**src/core/sbrg_pkg.sv**
```systemverilog
// package: register map, field layout, reset values of the baud generator
package sbrg_pkg;

  // ===========================================================================
  // register byte offsets
  localparam logic [7:0] SBRG_OFF_DIV_HIGH = 8'h00;
  localparam logic [7:0] SBRG_OFF_DIV_LOW  = 8'h04;
  localparam logic [7:0] SBRG_OFF_CTRL_TWO = 8'h08;
  localparam logic [7:0] SBRG_OFF_STATUS   = 8'h0C;
  localparam logic [7:0] SBRG_OFF_MASK     = 8'h10;

  // ===========================================================================
  // field positions
  localparam int SBRG_HIGH_LBK_IE_BIT = 7;
  localparam int SBRG_HIGH_RXE_IE_BIT = 6;
  localparam int SBRG_HIGH_DIV_MSB    = 4;
  localparam int SBRG_CTRL_TE_BIT     = 3;
  localparam int SBRG_CTRL_RE_BIT     = 2;
  localparam int SBRG_STAT_LBK_BIT    = 0;
  localparam int SBRG_STAT_RXE_BIT    = 1;
  localparam int SBRG_DIV_WIDTH       = 13;
  localparam int SBRG_OVERSAMPLE      = 16;

  // ===========================================================================
  // reset values
  localparam logic [7:0] SBRG_RST_DIV_HIGH = 8'h00;
  localparam logic [7:0] SBRG_RST_DIV_LOW  = 8'h04;
  localparam logic [7:0] SBRG_RST_CTRL_TWO = 8'h00;
  localparam logic [1:0] SBRG_RST_MASK     = 2'h0;

  // ===========================================================================
  // axi responses
  localparam logic [1:0] SBRG_RESP_OKAY   = 2'h0;
  localparam logic [1:0] SBRG_RESP_SLVERR = 2'h2;

endpackage

```
**src/core/sbrg_tick_gen.sv**
```systemverilog
// divider: down-counter emitting one tick per divisor, then by sixteen
`timescale 1ns/1ps
module sbrg_tick_gen
  import sbrg_pkg::*;
#(
  parameter int DIV_W = SBRG_DIV_WIDTH
) (
  input  wire logic             ref_clk,
  input  wire logic             reset_n,
  input  wire logic             run,
  input  wire logic [DIV_W-1:0] divisor,
  output logic                  tick_x16,
  output logic                  tick_baud
);

  typedef struct packed {
    logic [DIV_W-1:0] count;
    logic [3:0]       phase;
    logic             tick_x16;
    logic             tick_baud;
  } sbrg_tick_state_t;

  sbrg_tick_state_t st_reg;
  sbrg_tick_state_t st_next;

  always_comb begin
    st_next = st_reg;
    st_next.tick_x16 = 1'b0;
    st_next.tick_baud = 1'b0;
    // zero divisor or idle: counter and phase cleared and held at zero, no ticks, saves power
    if (!run || divisor == '0) begin
      st_next.count = '0;
      st_next.phase = '0;
    end else if (st_reg.count <= DIV_W'(1)) begin
      st_next.count = divisor;
      st_next.tick_x16 = 1'b1;
      st_next.phase = st_reg.phase + 4'h1;
      st_next.tick_baud = (st_reg.phase == 4'hF);
    end else begin
      st_next.count = st_reg.count - DIV_W'(1);
    end
  end

  always_ff @(posedge ref_clk or negedge reset_n) begin
    if (!reset_n) begin
      st_reg <= '0;
    end else begin
      st_reg <= st_next;
    end
  end

  assign tick_x16  = st_reg.tick_x16;
  assign tick_baud = st_reg.tick_baud;

endmodule

```
**src/core/sbrg_top.sv**
```systemverilog
// top: axi4-lite register file and shared baud generator of one serial unit
//
// Local design decisions: register access over AXI4-Lite and the address map.
`timescale 1ns/1ps

// Summary of operation
// software writes the divisor high half first, then the low half.
// high write only buffers; low write loads both halves into use.
// divisor 12:8 in high bits 4:0, divisor 7:0 fill low register.
// a zero divisor stops the generator, no ticks are produced.
// nonzero divisor gives baud equal to clock over sixteen times divisor.
// low half resets nonzero; generator idle until an enable is set.
// transmitter and receiver share one generator; each unit has its own.
// high bit 7 set requests an interrupt while the line-break flag is one.
// high bit 6 set requests an interrupt while the receive-edge flag is one.
// down-counter reloaded with divisor emits a one-cycle x16 tick.
module sbrg_top
  import sbrg_pkg::*;
#(
  parameter int DIV_W = SBRG_DIV_WIDTH
) (
  // clock and reset
  input  wire logic        ref_clk,
  input  wire logic        reset_n,
  // axi4-lite slave
  input  wire logic [7:0]  s_axi_awaddr,
  input  wire logic        s_axi_awvalid,
  output logic             s_axi_awready,
  input  wire logic [31:0] s_axi_wdata,
  input  wire logic [3:0]  s_axi_wstrb,
  input  wire logic        s_axi_wvalid,
  output logic             s_axi_wready,
  output logic [1:0]       s_axi_bresp,
  output logic             s_axi_bvalid,
  input  wire logic        s_axi_bready,
  input  wire logic [7:0]  s_axi_araddr,
  input  wire logic        s_axi_arvalid,
  output logic             s_axi_arready,
  output logic [31:0]      s_axi_rdata,
  output logic [1:0]       s_axi_rresp,
  output logic             s_axi_rvalid,
  input  wire logic        s_axi_rready,
  // event pulses from receiver logic
  input  wire logic        line_break_event,
  input  wire logic        rx_edge_event,
  // shared timing to transmitter and receiver
  output logic             tick_x16,
  output logic             tick_baud,
  output logic             receiver_enable,
  output logic             transmitter_enable,
  // interrupt request
  output logic             irq
);

  // ===========================================================================
  // state
  typedef struct packed {
    // register file
    logic [7:0]       high_buf;
    logic [7:0]       low_reg;
    logic [DIV_W-1:0] baud_divisor;
    logic [7:0]       ctrl_two;
    logic             gen_armed;
    // interrupt flags and enables
    logic [1:0]       status;
    logic [1:0]       mask;
    // write channel capture
    logic             aw_held;
    logic [7:0]       aw_addr;
    logic             w_held;
    logic [31:0]      w_data;
    logic [3:0]       w_strb;
    // response registers
    logic             bvalid;
    logic [1:0]       bresp;
    // read channel
    logic             rvalid;
    logic [31:0]      rdata;
    logic [1:0]       rresp;
  } sbrg_state_t;

  sbrg_state_t st_reg;
  sbrg_state_t st_next;

  // ===========================================================================
  // reset image of the whole state
  localparam sbrg_state_t SBRG_STATE_RESET = '{
    high_buf:     SBRG_RST_DIV_HIGH,
    low_reg:      SBRG_RST_DIV_LOW,
    baud_divisor: DIV_W'({SBRG_RST_DIV_HIGH[SBRG_HIGH_DIV_MSB:0],
                          SBRG_RST_DIV_LOW}),
    ctrl_two:     SBRG_RST_CTRL_TWO,
    gen_armed:    1'b0,
    status:       2'h0,
    mask:         SBRG_RST_MASK,
    aw_held:      1'b0,
    aw_addr:      8'h00,
    w_held:       1'b0,
    w_data:       32'h0000_0000,
    w_strb:       4'h0,
    bvalid:       1'b0,
    bresp:        SBRG_RESP_OKAY,
    rvalid:       1'b0,
    rdata:        32'h0000_0000,
    rresp:        SBRG_RESP_OKAY
  };

  // offsets that answer OKAY; all others answer SLVERR
  function automatic logic sbrg_mapped(input logic [7:0] addr);
    logic hit;
    hit = 1'b0;
    unique case (addr)
      SBRG_OFF_DIV_HIGH,
      SBRG_OFF_DIV_LOW,
      SBRG_OFF_CTRL_TWO,
      SBRG_OFF_STATUS,
      SBRG_OFF_MASK: begin
        hit = 1'b1;
      end
      default: begin
      end
    endcase
    return hit;
  endfunction

  // ===========================================================================
  // helpers
  // response code of a transfer at this offset
  function automatic logic [1:0] sbrg_resp(input logic [7:0] addr);
    if (sbrg_mapped(addr)) begin
      return SBRG_RESP_OKAY;
    end
    return SBRG_RESP_SLVERR;
  endfunction

  // bit 5 is reserved and always reads zero
  function automatic logic [7:0] sbrg_high_keep(input logic [7:0] wr);
    return wr & 8'hDF;
  endfunction

  // working divisor from the buffered high half and the new low half
  function automatic logic [DIV_W-1:0] sbrg_join_divisor(
    input logic [7:0] high,
    input logic [7:0] low
  );
    return DIV_W'({high[SBRG_HIGH_DIV_MSB:0], low});
  endfunction

  // either side enabled arms the generator for good
  function automatic logic sbrg_arms(input logic [7:0] ctrl);
    return ctrl[SBRG_CTRL_TE_BIT] || ctrl[SBRG_CTRL_RE_BIT];
  endfunction

  // one interrupt source: its enable bit gates its sticky flag
  function automatic logic sbrg_irq_src(
    input logic enable,
    input logic flag
  );
    return enable && flag;
  endfunction

  // sticky flags: a clearing read loses to an event in the same cycle
  function automatic logic [1:0] sbrg_flags(
    input logic [1:0] flags,
    input logic       clear,
    input logic [1:0] set
  );
    logic [1:0] kept;
    kept = clear ? 2'h0 : flags;
    return kept | set;
  endfunction

  // read data of one register, zero-extended; unmapped offsets read zero
  function automatic logic [31:0] sbrg_read_word(
    input logic [7:0]  addr,
    input sbrg_state_t st
  );
    logic [31:0] word;
    word = 32'h0000_0000;
    unique case (addr)
      SBRG_OFF_DIV_HIGH: begin
        word[7:0] = st.high_buf;
      end
      SBRG_OFF_DIV_LOW: begin
        word[7:0] = st.low_reg;
      end
      SBRG_OFF_CTRL_TWO: begin
        word[7:0] = st.ctrl_two;
      end
      SBRG_OFF_STATUS: begin
        word[1:0] = st.status;
      end
      SBRG_OFF_MASK: begin
        word[1:0] = st.mask;
      end
      default: begin
      end
    endcase
    return word;
  endfunction

  logic       do_write;
  logic       do_read;
  logic       aw_take;
  logic       w_take;
  logic       b_done;
  logic       r_done;
  logic       wr_lane0;
  logic       arm_req;
  logic       rd_status;
  logic [7:0] wr_byte;
  logic [1:0] flag_set;
  logic       irq_break;
  logic       irq_edge;
  logic       irq_masked;

  // ===========================================================================
  // channel decode
  assign s_axi_awready = !st_reg.aw_held && !st_reg.bvalid;
  assign s_axi_wready  = !st_reg.w_held && !st_reg.bvalid;
  assign s_axi_arready = !st_reg.rvalid;
  assign aw_take       = s_axi_awvalid && s_axi_awready;
  assign w_take        = s_axi_wvalid && s_axi_wready;
  assign b_done        = st_reg.bvalid && s_axi_bready;
  assign r_done        = st_reg.rvalid && s_axi_rready;
  assign do_write      = st_reg.aw_held && st_reg.w_held && !st_reg.bvalid;
  assign do_read       = s_axi_arvalid && s_axi_arready;
  // a clear lane 0 still answers, but changes no register
  assign wr_lane0      = do_write && st_reg.w_strb[0];
  assign wr_byte       = st_reg.w_data[7:0];
  assign arm_req       = sbrg_arms(wr_byte);
  assign rd_status     = do_read && s_axi_araddr == SBRG_OFF_STATUS;
  assign flag_set      = {rx_edge_event, line_break_event};

  // ===========================================================================
  // next state
  always_comb begin
    st_next = st_reg;
    // capture of address and data, in either order
    if (aw_take) begin
      st_next.aw_held = 1'b1;
      st_next.aw_addr = s_axi_awaddr;
    end
    if (w_take) begin
      st_next.w_held = 1'b1;
      st_next.w_data = s_axi_wdata;
      st_next.w_strb = s_axi_wstrb;
    end
    // responses retire on the master's ready
    if (b_done) begin
      st_next.bvalid = 1'b0;
    end
    if (r_done) begin
      st_next.rvalid = 1'b0;
    end

    // commit of a fully captured write
    if (do_write) begin
      st_next.aw_held = 1'b0;
      st_next.w_held  = 1'b0;
      st_next.bvalid  = 1'b1;
      st_next.bresp   = sbrg_resp(st_reg.aw_addr);
      // register updates on byte lane 0
      if (wr_lane0) begin
        unique case (st_reg.aw_addr)
          SBRG_OFF_DIV_HIGH: begin
            // buffered only; working divisor untouched
            st_next.high_buf = sbrg_high_keep(wr_byte);
          end
          SBRG_OFF_DIV_LOW: begin
            st_next.low_reg = wr_byte;
            st_next.baud_divisor = sbrg_join_divisor(st_reg.high_buf,
                                                     wr_byte);
          end
          SBRG_OFF_CTRL_TWO: begin
            st_next.ctrl_two = wr_byte;
            if (arm_req) begin
              st_next.gen_armed = 1'b1;
            end
          end
          SBRG_OFF_MASK: begin
            st_next.mask = wr_byte[1:0];
          end
          default: begin
          end
        endcase
      end
    end

    // read answers one cycle after the address
    if (do_read) begin
      st_next.rvalid = 1'b1;
      st_next.rresp  = sbrg_resp(s_axi_araddr);
      st_next.rdata  = sbrg_read_word(s_axi_araddr, st_reg);
    end

    // sticky flags last, so that an event is never lost to a read
    st_next.status = sbrg_flags(st_reg.status, rd_status, flag_set);
  end

  // ===========================================================================
  // state register
  always_ff @(posedge ref_clk or negedge reset_n) begin
    if (!reset_n) begin
      st_reg <= SBRG_STATE_RESET;
    end else begin
      st_reg <= st_next;
    end
  end

  // ===========================================================================
  // one generator shared by transmitter and receiver of this unit
  sbrg_tick_gen #(
    .DIV_W (DIV_W)
  ) u_tick_gen (
    .ref_clk   (ref_clk),
    .reset_n   (reset_n),
    .run       (st_reg.gen_armed),
    .divisor   (st_reg.baud_divisor),
    .tick_x16  (tick_x16),
    .tick_baud (tick_baud)
  );

  // ===========================================================================
  // outputs
  // data outputs straight from flip-flops
  assign s_axi_bvalid = st_reg.bvalid;
  assign s_axi_bresp  = st_reg.bresp;
  assign s_axi_rvalid = st_reg.rvalid;
  assign s_axi_rdata  = st_reg.rdata;
  assign s_axi_rresp  = st_reg.rresp;

  assign receiver_enable    = st_reg.ctrl_two[SBRG_CTRL_RE_BIT];
  assign transmitter_enable = st_reg.ctrl_two[SBRG_CTRL_TE_BIT];

  // enable bits in the high register gate the flags; mask register too
  assign irq_break  = sbrg_irq_src(st_reg.high_buf[SBRG_HIGH_LBK_IE_BIT],
                                   st_reg.status[SBRG_STAT_LBK_BIT]);
  assign irq_edge   = sbrg_irq_src(st_reg.high_buf[SBRG_HIGH_RXE_IE_BIT],
                                   st_reg.status[SBRG_STAT_RXE_BIT]);
  assign irq_masked = |(st_reg.status & st_reg.mask);
  assign irq        = irq_break || irq_edge || irq_masked;

endmodule

```
**config.mk**
```make
export PLATFORM = sky130hd
export DESIGN_NAME = sbrg_top
export DESIGN_NICKNAME = d
export VERILOG_FILES = /design/src/core/sbrg_pkg.sv /design/src/core/sbrg_tick_gen.sv /design/src/core/sbrg_top.sv
export SDC_FILE = /design/constraint.sdc
export NUM_CORES = 1
export LEC_CHECK = 0
export BUFFER_PORTS_ARGS = -buffer_cell sky130_fd_sc_hd__buf_2
export CAP_MARGIN = 0
export CELL_PAD_IN_SITES_DETAIL_PLACEMENT = 1
export CELL_PAD_IN_SITES_GLOBAL_PLACEMENT = 2
export CORE_MARGIN = 3
export CORE_UTILIZATION = 30
export CTS_BUF_LIST = sky130_fd_sc_hd__clkbuf_4 sky130_fd_sc_hd__clkbuf_8 sky130_fd_sc_hd__clkbuf_16
export DETAILED_ROUTE_END_ITERATION = 8
export PLACE_DENSITY = 0.85
export SLEW_MARGIN = 5
export SYNTH_ARGS = -nofsm -noshare
export SYNTH_HDL_FRONTEND = slang
export SYNTH_SLANG_ARGS = --single-unit
```
**constraint.sdc**
```tcl
create_clock -name ref_clk -period 2.3 [get_ports ref_clk]
set_input_delay 0.23 -clock ref_clk [delete_from_list [all_inputs] [get_ports ref_clk]]
set_output_delay 0.23 -clock ref_clk [all_outputs]
set_load 0.01 [all_outputs]
```
==> summary.md <==
| Metric | Value |
|---|---|
| Status | finished, final reports clean |
| CTS Root Cell | clkbuf_16 |
| Post-synthesis sequential element count | 83 |
| Clock transition at path regs | 60 ps |
| Area Overhead vs Synth | 17.0% |
| Unrepaired setup endpoints after global routing | false |
| H-tree depth | 3 |
| Routed vias/inst | 4.90 |
| Avg Cell Area, Syn | 11.4 um2 |
| Vias | 2861 |
| Comb power frac | 17.5% |
| Core area | 0.0129 mm2 |
| Clock power frac | 35.6% |
| Initial antenna violation count | 0 |
| Max reg flops | 50 |
| Number of synthesized flops with an enable pin | 0 |
| Worst Path Arrival | 2430 ps |
| Max FO, Critical Path | 6 |
| Internal | 3.06 mW |
| Fin. max-slew vios | 0 |
| Skew final | 9.93 ps |
| LEAKAGE | 2.27 nW |
| Cell Pwr Density | 900 mW/mm2 |
| Synth unique cells | 47 |
| Synth Flop Type | dfrtp_1 |
| Total track usage | 13.3% |
| Max Cap Viol | 0 |
| CTS Buffer Depth | 2 |
| CP most frequent cell | or4_4 |
| Starting density of the core | 31.3% |
| Final Hold Viols | 0 |
| Synthesis Warnings | 0 |
| IO buf count | 53 |
| CTS tree | built |
| Placer Congestion | 0.762 |
| Crit path cell chain | or4_4, or4_4, or4_1, a21oi_1 |
| Sequential-to-total area share from yosys stat | 51.3% |
| Fin crit share | 94.7% |
| DRC viols | 0 |
| Mapped Area | 0.00405 mm2 |
| Relative slew slack | 55.8% |
| Grt ovf | 0 |
| Final Worst Setup Slack | 121 ps |
| Ys async rst share | 100% |
| Post-DRT Antenna Nets | 0 |
| FMAX | 459 MHz |
| CP Launch Type | register |
| Setup Viol. Count Final | 0 |
| Crit Reg-Reg Startpoint | u_tick_gen.st_reg[15] |
| Nets | 471 |
| CP Class | register to register |
| Ant. Diodes | 0 |
| 1st-iter DRT viols | 146 |
| Final wirelength | 9440 um |
| Vias in the first global route | 2947 |
| First-pass GRT wire length | 15400 um |
| Switching power | 1.21 mW |
| Crit-path slowest cell | or4_4 |
| # IOs | 107 |
| Sequential Power Share | 46.8% |
| Slowest Stage Delay on Critical Path | 550 ps |
| Die Y | 122 um |
| First-pass detailed-route iteration total | 4 |
| Worst setup EP type | register |
| Reg-to-reg endpoint | u_tick_gen.st_reg[5] |
| Fin crit period | 2180 ps |
| Hold EP | s_axi_bvalid |
| Worst hold path type | input pin to register |
| Synthesized instance count | 354 |
| Req. time, crit path | 2550 ps |
| HP Start | s_axi_bready |
| Layout Cells excl Fill | 584 |
| Placed insts | 567 |
| Die area | 0.0149 mm2 |
| Crit-path leading delay family | simple AND/OR/NAND/NOR gates |
| Average wire per standard cell | 16.2 um |
| WHS Path Cells | 2 |
| Buf+Inv Stages, Crit Path | 0 |
| Clock sink total | 83 |
| Row Count | 41 |
| Largest net degree at the start of global routing | 44 |
| Post-CTS Setup Bufs | 0 |
| Internal reg-to-reg setup slack | 120 ps |
| Worst Reg-to-Reg Cells | 4 |
| Clk Latency, worst-skew pair | 340 ps |
| Share of post-route cells with drive strength above 1 | 35.0% |
| Die W | 122 um |
| Fin Setup TNS | 0 ps |
| Pre-CTS setup slack | 50.1 ps |
| Switching Share | 28.3% |
| CTS Buf Count | 9 |
| Hpwl dp | 6840 um |
| Worst slew pin tran | 661 ps |
| Worst VDD drop | 0.493 mV |
==> cells by family after synthesis <==
| group | share of synthesized area [%] |
|---|---|
| AND/OR/NAND/NOR | 12.8 |
| flip-flops | 51.3 |
| AO/OA/AOI/OAI | 9.42 |
| multiplexers | 15.1 |
| buffers and inverters | 8.80 |
| XOR/XNOR | 1.51 |
| adder cells (fa/ha/maj) | 0.927 |
| other | 0.0926 |
==> synthesized netlist by cell type, types with 4 or more instances <==
master    count  area share, %
dfrtp_1      82             51
mux2_2       50             14
buf_4        36            6.7
nand2_1      18            1.7
nor3_1       18            2.2
nor2_1       17            1.6
o21ai_0      13            1.6
clkbuf_1     11            1.0
a211oi_1     10            1.9
nand3_1       8           0.99
a22o_1        7            1.5
a21oi_1       6           0.74
or4_1         6            1.1
inv_1         5           0.46
mux2i_1       5            1.2
nor2b_1       5           0.77
nor4_1        5           0.77
xor2_1        4           0.86
==> cell type report <==
type                    instances  area [um2]
clock buffers                  12         260
clock inverters                 4        56.3
fillers                      1454        8190
inverters                       5        18.8
multi-input cells             241        1720
flip-flops and latches         83        2080
well taps                     172         215
repair buffers                 67         388
==> layout by cell type, fill, tap and decap left out, drive strengths merged, types with 2 or more instances in the layout <==
cell type / Yosys / final
mux2: 50 / 50
buf: 39 / 66
or4: 8 / 8
nor4b: 2 / 2
a22o: 7 / 7
clkbuf: 11 / 12
and2: 3 / 3
xnor2: 3 / 3
nand4: 3 / 3
ha: 3 / 3
mux2i: 5 / 5
nor2b: 5 / 5
nand2: 18 / 18
a311oi: 3 / 3
conb: 1 / 26
a21o: 3 / 3
nor2: 17 / 17
nand3: 8 / 8
inv: 5 / 7
a31oi: 3 / 3
nor4: 6 / 6
nor3: 18 / 18
o21ai: 13 / 13
a22oi: 2 / 2
a21oi: 6 / 6
dfrtp: 82 / 82
o31ai: 3 / 3
a211oi: 10 / 10
xor2: 4 / 4
==> repair_timing <==
| item | in CTS | in global routing |
|---|---|---|
| hold buffers | 1 | 0 |
| endpoints found under the setup margin | 0 | 3 |
| endpoints found under the hold margin | 42 | 0 |
| resized for setup | 0 | 3 |
==> layer usage <==
metal	part of all wire (%)	global-route usage (%)	routed length, um
met5	0	0	0
met2	45	20.1	4290
met1	47	17.9	4400
met3	6.6	4.52	621
met4	1.4	4.48	128
==> stage by stage <==
step | util [%] | total power, mW | cell area [um2] | hold WS [ps]
after floorplan | - | 2.51 | 4150 | -65.6
after global placement | 34.0 | 2.73 | 4400 | 268
after detailed placement | 34.0 | 2.78 | 4400 | 284
after CTS | 36.6 | 4.33 | 4730 | 41.7
after global routing | 36.7 | 4.51 | 4740 | 46.0
final | 36.7 | 4.27 | 4740 | 53.1
==> worst max path at each step <==
stage                                from               endpoint  slack (ps)  cells past startpoint
finish              u_tick_gen.st_reg[15]   u_tick_gen.st_reg[5]         120                      4
global route        u_tick_gen.st_reg[16]   u_tick_gen.st_reg[5]          10                      4
CTS                 u_tick_gen.st_reg[15]  u_tick_gen.st_reg[13]          40                      5
detailed placement  u_tick_gen.st_reg[15]  u_tick_gen.st_reg[13]          50                      5
global placement    u_tick_gen.st_reg[15]   u_tick_gen.st_reg[5]         130                      4
floorplan                    s_axi_bvalid            st_reg[104]         110                      6
==> power groups by stage <==
stage | Combinational (mW) | Clock (mW) | Sequential [mW]
floorplan | 0.577 | 0 | 1.93
global placement | 0.727 | 0 | 2.00
detailed placement | 0.757 | 0 | 2.02
CTS | 0.762 | 1.57 | 2.00
global route | 0.838 | 1.64 | 2.04
finish | 0.749 | 1.52 | 2.00
Power figures use the tool's default switching activity.
